## src/ccu_consts.svh

```systemverilog
// Constants for the capture/compare unit: sizes, map indexes, field codes.
`ifndef CCU_CONSTS_SVH
`define CCU_CONSTS_SVH
`define CCU_NCH 16
`define CCU_NPIN 10
`define CCU_NDBL 6
`define CCU_DBL_BASE 10
`define CCU_NTB 2
`define CCU_TW 16
`define CCU_AW 8
`define CCU_IRQ_W 18
`define CCU_BANK_HI 7
`define CCU_BANK_LO 6
`define CCU_IDX_HI 5
`define CCU_IDX_LO 2
`define CCU_BANK_MISC 2'h0
`define CCU_BANK_CFG 2'h1
`define CCU_BANK_VAL 2'h2
`define CCU_IDX_CTRL 4'h0
`define CCU_IDX_TMR_A 4'h1
`define CCU_IDX_RLD_A 4'h2
`define CCU_IDX_TMR_B 4'h3
`define CCU_IDX_RLD_B 4'h4
`define CCU_IDX_STAT 4'h5
`define CCU_IDX_MASK 4'h6
`define CCU_IDX_PINS 4'h7
`define CCU_PIN_IN_LSB 16
`define CCU_TMR_MAX 16'hffff
`define CCU_STAG_LAST 3'h7
`define CCU_PW 7
`define CCU_SRC_PRESC 2'h0
`define CCU_SRC_GPT 2'h1
`define CCU_SRC_PIN 2'h2
`define CCU_RESP_OK 2'h0
`define CCU_RESP_ERR 2'h2
`endif

```

## src/ccu_pkg.sv

```systemverilog
// Types for the capture/compare unit: channel modes and packed configuration words.
package ccu_pkg;
    // Channel operating mode, held in the channel configuration word
    typedef enum logic [2:0] {
        MODE_OFF = 3'h0,
        MODE_CAPTURE = 3'h1,
        MODE_CMP0 = 3'h2,
        MODE_CMP1 = 3'h3,
        MODE_CMP2 = 3'h4,
        MODE_CMP3 = 3'h5
    } ch_mode_t;
    // Channel configuration word, bit 0 upward: tb_sel, mode, edge_sel, single, double
    typedef struct packed {
        logic double_reg;
        logic single_event;
        logic [1:0] edge_sel;
        ch_mode_t mode;
        logic tb_sel;
    } ch_cfg_t;
    // Time base control word, bit 0 upward: run_a, src_a, presc_a, run_b, src_b, presc_b, staggered
    typedef struct packed {
        logic staggered;
        logic [2:0] presc_b;
        logic [1:0] src_b;
        logic run_b;
        logic [2:0] presc_a;
        logic [1:0] src_a;
        logic run_a;
    } tb_ctrl_t;
endpackage : ccu_pkg

```

## src/capture_compare_unit.sv

```systemverilog
// Sixteen-channel capture/compare unit with two reloadable time bases and an AXI4-Lite slave.
//
// Implementation choices: the register addresses and the AXI4-Lite interface to the registers.
`timescale 1ns/1ps
`include "ccu_consts.svh"
module capture_compare_unit
    import ccu_pkg::*;
(
    input wire logic clock_i,
    input wire logic sys_rst_i,
    input wire logic [`CCU_AW-1:0] s_axi_awaddr_i,
    input wire logic s_axi_awvalid_i,
    output logic s_axi_awready_o,
    input wire logic [31:0] s_axi_wdata_i,
    input wire logic [3:0] s_axi_wstrb_i,
    input wire logic s_axi_wvalid_i,
    output logic s_axi_wready_o,
    output logic [1:0] s_axi_bresp_o,
    output logic s_axi_bvalid_o,
    input wire logic s_axi_bready_i,
    input wire logic [`CCU_AW-1:0] s_axi_araddr_i,
    input wire logic s_axi_arvalid_i,
    output logic s_axi_arready_o,
    output logic [31:0] s_axi_rdata_o,
    output logic [1:0] s_axi_rresp_o,
    output logic s_axi_rvalid_o,
    input wire logic s_axi_rready_i,
    input wire logic gpt_overflow_i,
    input wire logic ext_count_i,
    input wire logic [`CCU_NPIN-1:0] pin_i,
    output logic [`CCU_NPIN-1:0] pin_o,
    output logic [`CCU_NPIN-1:0] pin_oe_o,
    output logic irq_o
);
    // Register state
    tb_ctrl_t ctrl, next_ctrl; // Time base control
    logic [`CCU_IRQ_W-1:0] irq_stat, next_irq_stat; // Sticky events
    logic [`CCU_IRQ_W-1:0] irq_mask, next_irq_mask; // Interrupt enables
    logic next_irq;
    logic [`CCU_TW-1:0] tmr [`CCU_NTB]; // Time base counters
    logic [`CCU_TW-1:0] next_tmr [`CCU_NTB];
    logic [`CCU_TW-1:0] rld [`CCU_NTB]; // Reload values
    logic [`CCU_TW-1:0] next_rld [`CCU_NTB];
    logic [`CCU_NTB-1:0] fresh, next_fresh; // Timer holds a value not yet compared
    logic [`CCU_NTB-1:0] tick; // Count enable this cycle
    logic [`CCU_NTB-1:0] tmr_ovf; // Wrap this cycle
    logic [2:0] phase, next_phase; // Staggered compare slot
    logic [`CCU_PW-1:0] pcnt, next_pcnt; // Prescaler
    // Synchronisers: stage one, stage two, and previous value for edges
    logic [2:0] ext_sync, next_ext_sync;
    logic [`CCU_NPIN-1:0] pin_s1, pin_s2, pin_prev;
    logic [`CCU_NPIN-1:0] next_pin_s1, next_pin_s2, next_pin_prev;
    // Channel state
    ch_cfg_t cfg [`CCU_NCH];
    logic [`CCU_TW-1:0] ch_val [`CCU_NCH];
    logic [`CCU_NCH-1:0] hit; // Event already given this period
    logic [`CCU_NCH-1:0] se_done; // Single event spent
    logic [`CCU_NCH-1:0] ch_evt, ch_tgl, ch_set, ch_clr, cap_edge;
    logic [`CCU_NDBL-1:0] dbl_tgl; // Toggles from partner registers
    logic [`CCU_NPIN-1:0] next_pin, next_oe;
    // Bus state
    logic aw_have, next_aw_have, w_have, next_w_have;
    logic [`CCU_AW-1:0] aw_addr, next_aw_addr;
    logic [31:0] w_data, next_w_data;
    logic [3:0] w_strb, next_w_strb;
    logic next_awready, next_wready, next_bvalid, next_arready, next_rvalid;
    logic [1:0] next_bresp, next_rresp;
    logic [31:0] next_rdata;
    // Write commit decoded for the state groups
    logic wr_en;
    logic [1:0] wr_bank;
    logic [3:0] wr_idx;
    logic [31:0] wr_val, wr_lanes;
    logic [32:0] wr_look, rd_look; // Read views of the write and read addresses

    // Byte enables widened to a bit mask
    function automatic logic [31:0] lane_mask(input logic [3:0] s);
        logic [31:0] m;
        m = 32'h0;
        for (int i = 0; i < 4; i++) begin
            m[i*8 +: 8] = {8{s[i]}};
        end
        return m;
    endfunction : lane_mask

    // Read view of a word; bit 32 flags an unmapped address
    function automatic logic [32:0] rd_word(input logic [`CCU_AW-1:0] a);
        logic [32:0] r;
        logic [3:0] i;
        r = {1'b0, 32'h0};
        i = a[`CCU_IDX_HI:`CCU_IDX_LO];
        unique case (a[`CCU_BANK_HI:`CCU_BANK_LO])
            `CCU_BANK_MISC: begin
                unique case (i)
                    `CCU_IDX_CTRL: r[$bits(tb_ctrl_t)-1:0] = ctrl;
                    `CCU_IDX_TMR_A: r[`CCU_TW-1:0] = tmr[0];
                    `CCU_IDX_RLD_A: r[`CCU_TW-1:0] = rld[0];
                    `CCU_IDX_TMR_B: r[`CCU_TW-1:0] = tmr[1];
                    `CCU_IDX_RLD_B: r[`CCU_TW-1:0] = rld[1];
                    `CCU_IDX_STAT: r[`CCU_IRQ_W-1:0] = irq_stat;
                    `CCU_IDX_MASK: r[`CCU_IRQ_W-1:0] = irq_mask;
                    `CCU_IDX_PINS: begin
                        r[`CCU_NPIN-1:0] = pin_o;
                        r[`CCU_PIN_IN_LSB +: `CCU_NPIN] = pin_s2;
                    end
                    default: r[32] = 1'b1; // Unmapped
                endcase
            end
            `CCU_BANK_CFG: r[$bits(ch_cfg_t)-1:0] = cfg[i];
            `CCU_BANK_VAL: r[`CCU_TW-1:0] = ch_val[i];
            default: r[32] = 1'b1; // Unmapped bank
        endcase
        return r;
    endfunction : rd_word

    // AXI4-Lite slave: address and data are caught in either order, then committed
    always_comb begin
        next_aw_have = aw_have;
        next_aw_addr = aw_addr;
        next_w_have = w_have;
        next_w_data = w_data;
        next_w_strb = w_strb;
        next_bvalid = s_axi_bvalid_o;
        next_bresp = s_axi_bresp_o;
        next_rvalid = s_axi_rvalid_o;
        next_rresp = s_axi_rresp_o;
        next_rdata = s_axi_rdata_o;
        if (s_axi_awvalid_i && s_axi_awready_o) begin
            next_aw_have = 1'b1;
            next_aw_addr = s_axi_awaddr_i;
        end
        if (s_axi_wvalid_i && s_axi_wready_o) begin
            next_w_have = 1'b1;
            next_w_data = s_axi_wdata_i;
            next_w_strb = s_axi_wstrb_i;
        end
        // Commit once both halves are held and no answer is pending
        wr_en = aw_have && w_have && !s_axi_bvalid_o;
        wr_bank = aw_addr[`CCU_BANK_HI:`CCU_BANK_LO];
        wr_idx = aw_addr[`CCU_IDX_HI:`CCU_IDX_LO];
        wr_look = rd_word(aw_addr);
        rd_look = rd_word(s_axi_araddr_i);
        wr_lanes = w_data & lane_mask(w_strb);
        // Unselected byte lanes keep their present contents
        wr_val = (wr_look[31:0] & ~lane_mask(w_strb)) | wr_lanes;
        if (wr_en) begin
            next_aw_have = 1'b0;
            next_w_have = 1'b0;
            next_bvalid = 1'b1;
            next_bresp = wr_look[32] ? `CCU_RESP_ERR : `CCU_RESP_OK;
        end else if (s_axi_bvalid_o && s_axi_bready_i) begin
            next_bvalid = 1'b0;
        end
        if (s_axi_arvalid_i && s_axi_arready_o) begin
            next_rvalid = 1'b1;
            next_rdata = rd_look[31:0];
            next_rresp = rd_look[32] ? `CCU_RESP_ERR : `CCU_RESP_OK;
        end else if (s_axi_rvalid_o && s_axi_rready_i) begin
            next_rvalid = 1'b0;
        end
        // Ready is refused while a word is held, so nothing is overwritten
        next_awready = !next_aw_have && !next_bvalid;
        next_wready = !next_w_have && !next_bvalid;
        next_arready = !next_rvalid;
    end

    // Bus registers
    always_ff @(posedge clock_i or posedge sys_rst_i) begin
        if (sys_rst_i) begin
            aw_have <= 1'b0;
            aw_addr <= '0;
            w_have <= 1'b0;
            w_data <= 32'h0;
            w_strb <= 4'h0;
            s_axi_awready_o <= 1'b0;
            s_axi_wready_o <= 1'b0;
            s_axi_bvalid_o <= 1'b0;
            s_axi_bresp_o <= `CCU_RESP_OK;
            s_axi_arready_o <= 1'b0;
            s_axi_rvalid_o <= 1'b0;
            s_axi_rresp_o <= `CCU_RESP_OK;
            s_axi_rdata_o <= 32'h0;
        end else begin
            aw_have <= next_aw_have;
            aw_addr <= next_aw_addr;
            w_have <= next_w_have;
            w_data <= next_w_data;
            w_strb <= next_w_strb;
            s_axi_awready_o <= next_awready;
            s_axi_wready_o <= next_wready;
            s_axi_bvalid_o <= next_bvalid;
            s_axi_bresp_o <= next_bresp;
            s_axi_arready_o <= next_arready;
            s_axi_rvalid_o <= next_rvalid;
            s_axi_rresp_o <= next_rresp;
            s_axi_rdata_o <= next_rdata;
        end
    end

    // Pin and count input synchronisers; edges look only at stage two onward
    always_comb begin
        next_ext_sync = {ext_sync[1:0], ext_count_i};
        next_pin_s1 = pin_i;
        next_pin_s2 = pin_s1;
        next_pin_prev = pin_s2;
    end

    always_ff @(posedge clock_i or posedge sys_rst_i) begin
        if (sys_rst_i) begin
            ext_sync <= 3'h0;
            pin_s1 <= '0;
            pin_s2 <= '0;
            pin_prev <= '0;
        end else begin
            ext_sync <= next_ext_sync;
            pin_s1 <= next_pin_s1;
            pin_s2 <= next_pin_s2;
            pin_prev <= next_pin_prev;
        end
    end

    // Time bases: prescaler, source select, count, reload and compare freshness
    always_comb begin
        logic [1:0] src;
        logic [2:0] presc;
        logic run;
        logic src_tick;
        logic [`CCU_PW-1:0] pmask;
        src = 2'h0;
        presc = 3'h0;
        run = 1'b0;
        src_tick = 1'b0;
        pmask = '0;
        next_ctrl = ctrl;
        next_pcnt = pcnt + `CCU_PW'(1);
        next_phase = phase + 3'h1;
        if (wr_en && wr_bank == `CCU_BANK_MISC && wr_idx == `CCU_IDX_CTRL) begin
            next_ctrl = tb_ctrl_t'(wr_val[$bits(tb_ctrl_t)-1:0]);
        end
        for (int t = 0; t < `CCU_NTB; t++) begin
            src = (t == 0) ? ctrl.src_a : ctrl.src_b;
            presc = (t == 0) ? ctrl.presc_a : ctrl.presc_b;
            run = (t == 0) ? ctrl.run_a : ctrl.run_b;
            pmask = `CCU_PW'((8'h01 << presc) - 8'h01);
            unique case (src)
                `CCU_SRC_PRESC: src_tick = (pcnt & pmask) == pmask;
                `CCU_SRC_GPT: src_tick = gpt_overflow_i;
                // Only the first time base has the external count input
                `CCU_SRC_PIN: src_tick = (t == 0) && ext_sync[1] && !ext_sync[2];
                default: src_tick = 1'b0;
            endcase
            // Staggered mode lets a timer move only at the end of the slot sweep;
            // a source pulse landing in another slot is not counted.
            tick[t] = run && src_tick && (!ctrl.staggered || phase == `CCU_STAG_LAST);
            tmr_ovf[t] = tick[t] && tmr[t] == `CCU_TMR_MAX;
            next_rld[t] = rld[t];
            next_tmr[t] = tmr[t];
            if (tick[t]) begin
                next_tmr[t] = tmr_ovf[t] ? rld[t] : tmr[t] + `CCU_TW'(1);
            end
            // A software load of the counter wins over counting
            if (wr_en && wr_bank == `CCU_BANK_MISC) begin
                if (wr_idx == ((t == 0) ? `CCU_IDX_TMR_A : `CCU_IDX_TMR_B)) begin
                    next_tmr[t] = wr_val[`CCU_TW-1:0];
                end
                if (wr_idx == ((t == 0) ? `CCU_IDX_RLD_A : `CCU_IDX_RLD_B)) begin
                    next_rld[t] = wr_val[`CCU_TW-1:0];
                end
            end
            // Each value is compared once: one cycle normally, one sweep staggered
            if (tick[t]) begin
                next_fresh[t] = 1'b1;
            end else if (ctrl.staggered) begin
                next_fresh[t] = fresh[t] && phase != `CCU_STAG_LAST;
            end else begin
                next_fresh[t] = 1'b0;
            end
        end
    end

    always_ff @(posedge clock_i or posedge sys_rst_i) begin
        if (sys_rst_i) begin
            ctrl <= '0;
            pcnt <= '0;
            phase <= 3'h0;
            tmr <= '{default: '0};
            rld <= '{default: '0};
            fresh <= '0;
        end else begin
            ctrl <= next_ctrl;
            pcnt <= next_pcnt;
            phase <= next_phase;
            tmr <= next_tmr;
            rld <= next_rld;
            fresh <= next_fresh;
        end
    end

    // One slice per channel
    for (genvar n = 0; n < `CCU_NCH; n++) begin : g_ch
        ch_cfg_t next_cfg;
        logic [`CCU_TW-1:0] next_val;
        logic next_hit, next_se, match, active, tb;

        // Pin channels see synchronised edges of the selected kind
        if (n < `CCU_NPIN) begin : g_pin
            assign cap_edge[n] = (pin_s2[n] && !pin_prev[n] && cfg[n].edge_sel[0]) ||
                (!pin_s2[n] && pin_prev[n] && cfg[n].edge_sel[1]);
        end else begin : g_nopin
            assign cap_edge[n] = 1'b0;
        end
        // Upper channels may lend their toggles to a lower pin
        if (n >= `CCU_DBL_BASE) begin : g_dbl
            assign dbl_tgl[n-`CCU_DBL_BASE] = ch_tgl[n] && cfg[n].double_reg;
        end

        // Channel next state and its events
        always_comb begin
            tb = cfg[n].tb_sel;
            match = ch_val[n] == tmr[tb] && fresh[tb] &&
                (!ctrl.staggered || phase == 3'(n));
            active = !se_done[n];
            ch_evt[n] = 1'b0;
            ch_tgl[n] = 1'b0;
            ch_set[n] = 1'b0;
            ch_clr[n] = 1'b0;
            next_cfg = cfg[n];
            next_val = ch_val[n];
            next_hit = hit[n] && !tmr_ovf[tb];
            next_se = se_done[n];
            // A new configuration re-arms the channel
            if (wr_en && wr_bank == `CCU_BANK_CFG && wr_idx == 4'(n)) begin
                next_cfg = ch_cfg_t'(wr_val[$bits(ch_cfg_t)-1:0]);
                next_hit = 1'b0;
                next_se = 1'b0;
            end
            if (wr_en && wr_bank == `CCU_BANK_VAL && wr_idx == 4'(n)) begin
                next_val = wr_val[`CCU_TW-1:0];
            end
            unique case (cfg[n].mode)
                MODE_CAPTURE: begin
                    // A capture overrides a software write in the same cycle
                    if (cap_edge[n] && active) begin
                        next_val = tmr[tb];
                        ch_evt[n] = 1'b1;
                    end
                end
                MODE_CMP0: begin
                    ch_evt[n] = match && active;
                end
                MODE_CMP1: begin
                    ch_evt[n] = match && active;
                    ch_tgl[n] = match && active;
                end
                MODE_CMP2: begin
                    if (match && active && !hit[n]) begin
                        ch_evt[n] = 1'b1;
                        next_hit = 1'b1;
                    end
                end
                MODE_CMP3: begin
                    if (match && active && !hit[n]) begin
                        ch_evt[n] = 1'b1;
                        ch_set[n] = 1'b1;
                        next_hit = 1'b1;
                    end
                    // Clearing stays allowed so a single pulse can end
                    ch_clr[n] = tmr_ovf[tb];
                end
                default: begin
                    ch_evt[n] = 1'b0; // Off or unused code
                end
            endcase
            if (ch_evt[n] && cfg[n].single_event) begin
                next_se = 1'b1;
            end
        end

        always_ff @(posedge clock_i or posedge sys_rst_i) begin
            if (sys_rst_i) begin
                cfg[n] <= '0;
                ch_val[n] <= '0;
                hit[n] <= 1'b0;
                se_done[n] <= 1'b0;
            end else begin
                cfg[n] <= next_cfg;
                ch_val[n] <= next_val;
                hit[n] <= next_hit;
                se_done[n] <= next_se;
            end
        end
    end

    // Pin drivers: set, clear, own toggle and partner toggle
    always_comb begin
        for (int p = 0; p < `CCU_NPIN; p++) begin
            next_pin[p] = pin_o[p];
            if (ch_set[p]) begin
                next_pin[p] = 1'b1;
            end
            if (ch_clr[p]) begin
                next_pin[p] = 1'b0;
            end
            next_pin[p] = next_pin[p] ^ ch_tgl[p];
            if (p < `CCU_NDBL) begin
                next_pin[p] = next_pin[p] ^ dbl_tgl[p];
            end
            // Pin is driven in the pin-changing compare modes; capture leaves it input
            next_oe[p] = cfg[p].mode == MODE_CMP1 || cfg[p].mode == MODE_CMP3;
        end
    end

    always_ff @(posedge clock_i or posedge sys_rst_i) begin
        if (sys_rst_i) begin
            pin_o <= '0;
            pin_oe_o <= '0;
        end else begin
            pin_o <= next_pin;
            pin_oe_o <= next_oe;
        end
    end

    // Interrupts: sticky status, write one to clear, a new event wins over the clear
    always_comb begin
        next_irq_mask = irq_mask;
        next_irq_stat = irq_stat;
        if (wr_en && wr_bank == `CCU_BANK_MISC && wr_idx == `CCU_IDX_MASK) begin
            next_irq_mask = wr_val[`CCU_IRQ_W-1:0];
        end
        if (wr_en && wr_bank == `CCU_BANK_MISC && wr_idx == `CCU_IDX_STAT) begin
            next_irq_stat = irq_stat & ~wr_lanes[`CCU_IRQ_W-1:0];
        end
        next_irq_stat = next_irq_stat | {tmr_ovf, ch_evt};
        next_irq = |(next_irq_stat & next_irq_mask);
    end

    always_ff @(posedge clock_i or posedge sys_rst_i) begin
        if (sys_rst_i) begin
            irq_stat <= '0;
            irq_mask <= '0;
            irq_o <= 1'b0;
        end else begin
            irq_stat <= next_irq_stat;
            irq_mask <= next_irq_mask;
            irq_o <= next_irq;
        end
    end
endmodule : capture_compare_unit

```

## config.mk

```make
export PLATFORM = sky130hd
export DESIGN_NAME = capture_compare_unit
export DESIGN_NICKNAME = d
export VERILOG_FILES = /design/src/ccu_pkg.sv /design/src/capture_compare_unit.sv
export VERILOG_INCLUDE_DIRS = /design/src
export SDC_FILE = /design/constraint.sdc
export NUM_CORES = 2
export LEC_CHECK = 0
export BUFFER_PORTS_ARGS = -buffer_cell sky130_fd_sc_hd__buf_4
export CAP_MARGIN = 25
export CORE_ASPECT_RATIO = 1.2
export CORE_MARGIN = 3
export CORE_UTILIZATION = 30
export DETAILED_ROUTE_END_ITERATION = 8
export SLEW_MARGIN = 20
export SYNTH_ARGS = -nofsm -noshare
export SYNTH_HDL_FRONTEND = slang
export SYNTH_SLANG_ARGS = --single-unit
```

## constraint.sdc

```tcl
create_clock -name clock_i -period 18.26 [get_ports clock_i]
set_clock_uncertainty 0.15 [all_clocks]
set_input_delay 0 -clock clock_i [delete_from_list [all_inputs] [get_ports clock_i]]
set_output_delay 0 -clock clock_i [all_outputs]
set_load 0.05 [all_outputs]
```

==> flow_metrics.py <==
metrics = {
    "status": {
        "status": "finished, final reports clean",
    },
    "global_route": {
        "grt_pass1_vias": 37671,
        "grt_usage_pct": 27.4,
        "grt_pass1_wl_um": 295000,
        "overflow": 0,
        "antenna_found_initial": 26,
        "grt_max_degree": 161,
    },
    "clocking": {
        "cts_resized": 0,
        "htreeDepth": 3,
        "numCtsBuffers": 72,
        "cts_hold_buf": 92,
        "worstSkewPairLatency_ns": 0.70,
        "cts_sinks": 657,
        "path_clk_slew_ns": 0.06,
        "postCtsSetupBuffers": 0,
        "cts.path.max_buffers": 3,
        "root_buffer": "clkbuf_16",
        "cts_tree": "yes",
    },
    "route": {
        "ant_nets": 0,
        "drtIter0Drc": 5256,
        "drt-total-wl_um": 209000,
        "avgViaCountPerCell": 6.08,
        "vias": 39005,
        "routedWlPerCell_um": 32.6,
        "first_pass_iters": 9,
        "remaining_drc_errors": 0,
    },
    "finish": {
        "finish.utilization_pct": 34.9,
        "num-nets-final": 4530,
        "areaGrowthSynthToFinish_pct": 14.9,
        "final_area_um2": 50100,
        "instances_no_fill": 6413,
        "final_common_cell": "dfrtp_1",
        "drive_gt1_share_pct": 18.9,
        "mostFrequentLayoutCells": "dfrtp_1, nand2_1, mux2i_1, buf_4, a21oi_1",
    },
    "sta": {
        "fin_crit_sh_pct": 35.0,
        "slew_headroom_pct": 25.7,
        "rsz0062_at_grt": "no",
        "tightest_slew_ns": 1.11,
        "timing.fmax_ghz": 0.156,
        "finalHoldViolCount": 0,
        "setup_viol_count_final": 0,
        "whs_ns": 0.0949,
        "finalMaxSlewViolations": 0,
        "fin_crit_ns": 6.40,
        "tns_ns": 0,
        "worst_slack_ns": 11.86,
    },
    "die": {
        "die_area_um2": 150000,
        "die-width_um": 354,
        "die_y_um": 424,
        "boundaryPins": 133,
        "start_util_pct": 30.3,
        "core.rowCount": 152,
        "core_area_um2": 144000,
    },
    "worst_setup_path": {
        "rr_worst_depth": 11,
        "timing.rr.end": "irq_o$_DFF_PP0_",
        "reg2reg_slack_ns": 11.86,
        "critPathKind": "flip-flop to flip-flop",
        "worst_ep_arrival_time_ns": 6.77,
        "crit_fanout": 38,
        "r2r_start": "aw_addr[3]$_DFFE_PP0P_",
        "startpoint_type": "flip-flop",
        "worstPathRequired_ns": 18.63,
        "end_kind": "flip-flop",
    },
    "min_path": {
        "hp-class": "input port to flip-flop",
        "holdPathEnd": "s_axi_rdata_o[8]$_DFFE_PP0P_",
        "whs_path_depth": 4,
        "hold_start": "s_axi_arvalid_i",
    },
    "pwr": {
        "ir_drop_v": 0.000107,
        "fin_total_pwr_mw": 8.57,
        "power-per-cell-area_nw_per_um2": 171,
        "p_leak_nw": 21.0,
    },
    "logic_synthesis": {
        "async_flop_share_pct": 100,
        "syn-cell-area_um2": 43600,
        "ys_types": 79,
        "synth_ff_type": "dfrtp_1",
        "syn_avg_cell_area_um2": 9.96,
        "synth-seq-cells": 657,
        "synth_edf_count": 0,
        "synth_warnings": 0,
        "synthCells": 4381,
        "ys_seq_area_share_pct": 37.7,
    },
    "place": {
        "port-buffer-count": 105,
        "place_ws_ns": 12.61,
        "dpl_cell_area_um2": 46600,
        "gp_congestion": 1.04,
        "dp_hpwl_um": 144000,
        "dpl.cell_count": 6160,
    },
    "flow_run": {
        "cap_violations": 0,
    },
}
[registers in the layout (all words and copies together) (netlist names), 3 cells and up]
register       cells
w_strb             3
pin_oe_o          10
ch_val           256
w_data            18
tmr               32
irq_stat          18
s_axi_rdata_o     26
ext_sync           3
cfg              112
pin_prev          10
phase              3
ctrl              13
hit               16
rld               32
g_ch.tb           16
next_pin_prev     10
aw_addr            6
next_pin_s2       10
pin_o             10
se_done           16
irq_mask          18
pcnt               7
[report_power, final]
part / internal (mW) / switching (mW)
logic: 1.54 / 2.98
registers: 1.86 / 0.623
clock network: 0.878 / 0.688
total: 4.28 / 4.29
[kinds of logic after synthesis]
| family | count (synthesis) | share of synthesized area (%) |
|---|---|---|
| XOR/XNOR | 281 | 5.64 |
| other | 1 | 0.00860 |
| multiplexers | 858 | 25.9 |
| AND/OR/NAND/NOR | 1219 | 12.7 |
| flip-flops | 657 | 37.7 |
| AO/OA/AOI/OAI | 818 | 11.9 |
| adder cells (fa/ha/maj) | 49 | 1.41 |
| buffers and inverters | 498 | 4.67 |
[cells in the mapped netlist, drive strengths merged, types with 6 or more instances]
library cell	instances	area share [%]
a211oi	92	1.6
a21boi	14	0.24
a21o	16	0.28
a21oi	236	2.7
a221oi	12	0.24
a22o	37	0.74
a22oi	58	1.0
a31o	8	0.16
a31oi	32	0.46
a32o	7	0.16
a32oi	8	0.16
a41oi	9	0.18
and2	44	0.63
and3	50	0.72
buf	120	1.4
clkbuf	281	2.4
dfrtp	657	38
ha	49	1.4
inv	96	0.83
mux2	210	5.4
mux2i	452	10
mux4	196	10
nand2	593	5.1
nand2b	21	0.30
nand3	86	0.99
nand3b	6	0.10
nand4	35	0.50
nor2	196	1.7
nor2b	31	0.44
nor3	55	0.63
nor4	60	0.86
o21a	17	0.29
o21ai	195	2.2
o22ai	18	0.26
o31ai	8	0.14
or4	12	0.21
xnor2	202	4.1
xor2	79	1.6
[per-layer routing]
layer / GRT usage (%) / routed length (um) / vias to the layer above
met3: 8.80 / 22600 / 874
met1: 31.6 / 73100 / 19445
met4: 23.3 / 22400 / 12
met5: 0.484 / 163 / -
li1: - / - / 15929
met2: 41.0 / 90500 / 2745
[critical path: stages (launching register included)]
cell and delay (ns):
dfrtp_4 0.65, buf_4 0.56, buf_4 0.66, mux4_2 0.47, nand2_1 0.25, nand4_1 0.80
o41a_2 0.71, buf_4 0.36, mux2_4 0.37, a21boi_0 0.16, a2111o_1 0.40, or4_1 0.62
[layout make-up]
type,instances,area (um^2)
sequential,657,16500
tap,1925,2410
multi-input combinational,3233,25500
clock buffer,103,2130
antenna,22,55.1
clock inverter,27,314
inverter,97,368
timing repair buffer,349,2930
fill,14452,93600
[worst max-delay path by stage]
stage / start / endpoint / depth (start not counted)
2_1_floorplan: sys_rst_i / aw_addr[2]$_DFFE_PP0P_ / 1
3_3_place_gp: aw_addr[2]$_DFFE_PP0P_ / irq_o$_DFF_PP0_ / 12
3_5_place_dp: aw_addr[2]$_DFFE_PP0P_ / irq_o$_DFF_PP0_ / 12
4_1_cts: aw_addr[2]$_DFFE_PP0P_ / irq_o$_DFF_PP0_ / 12
5_1_grt: aw_addr[3]$_DFFE_PP0P_ / irq_o$_DFF_PP0_ / 11
6_report: aw_addr[3]$_DFFE_PP0P_ / irq_o$_DFF_PP0_ / 11
Note: power is estimated with default switching activity, not from simulation.
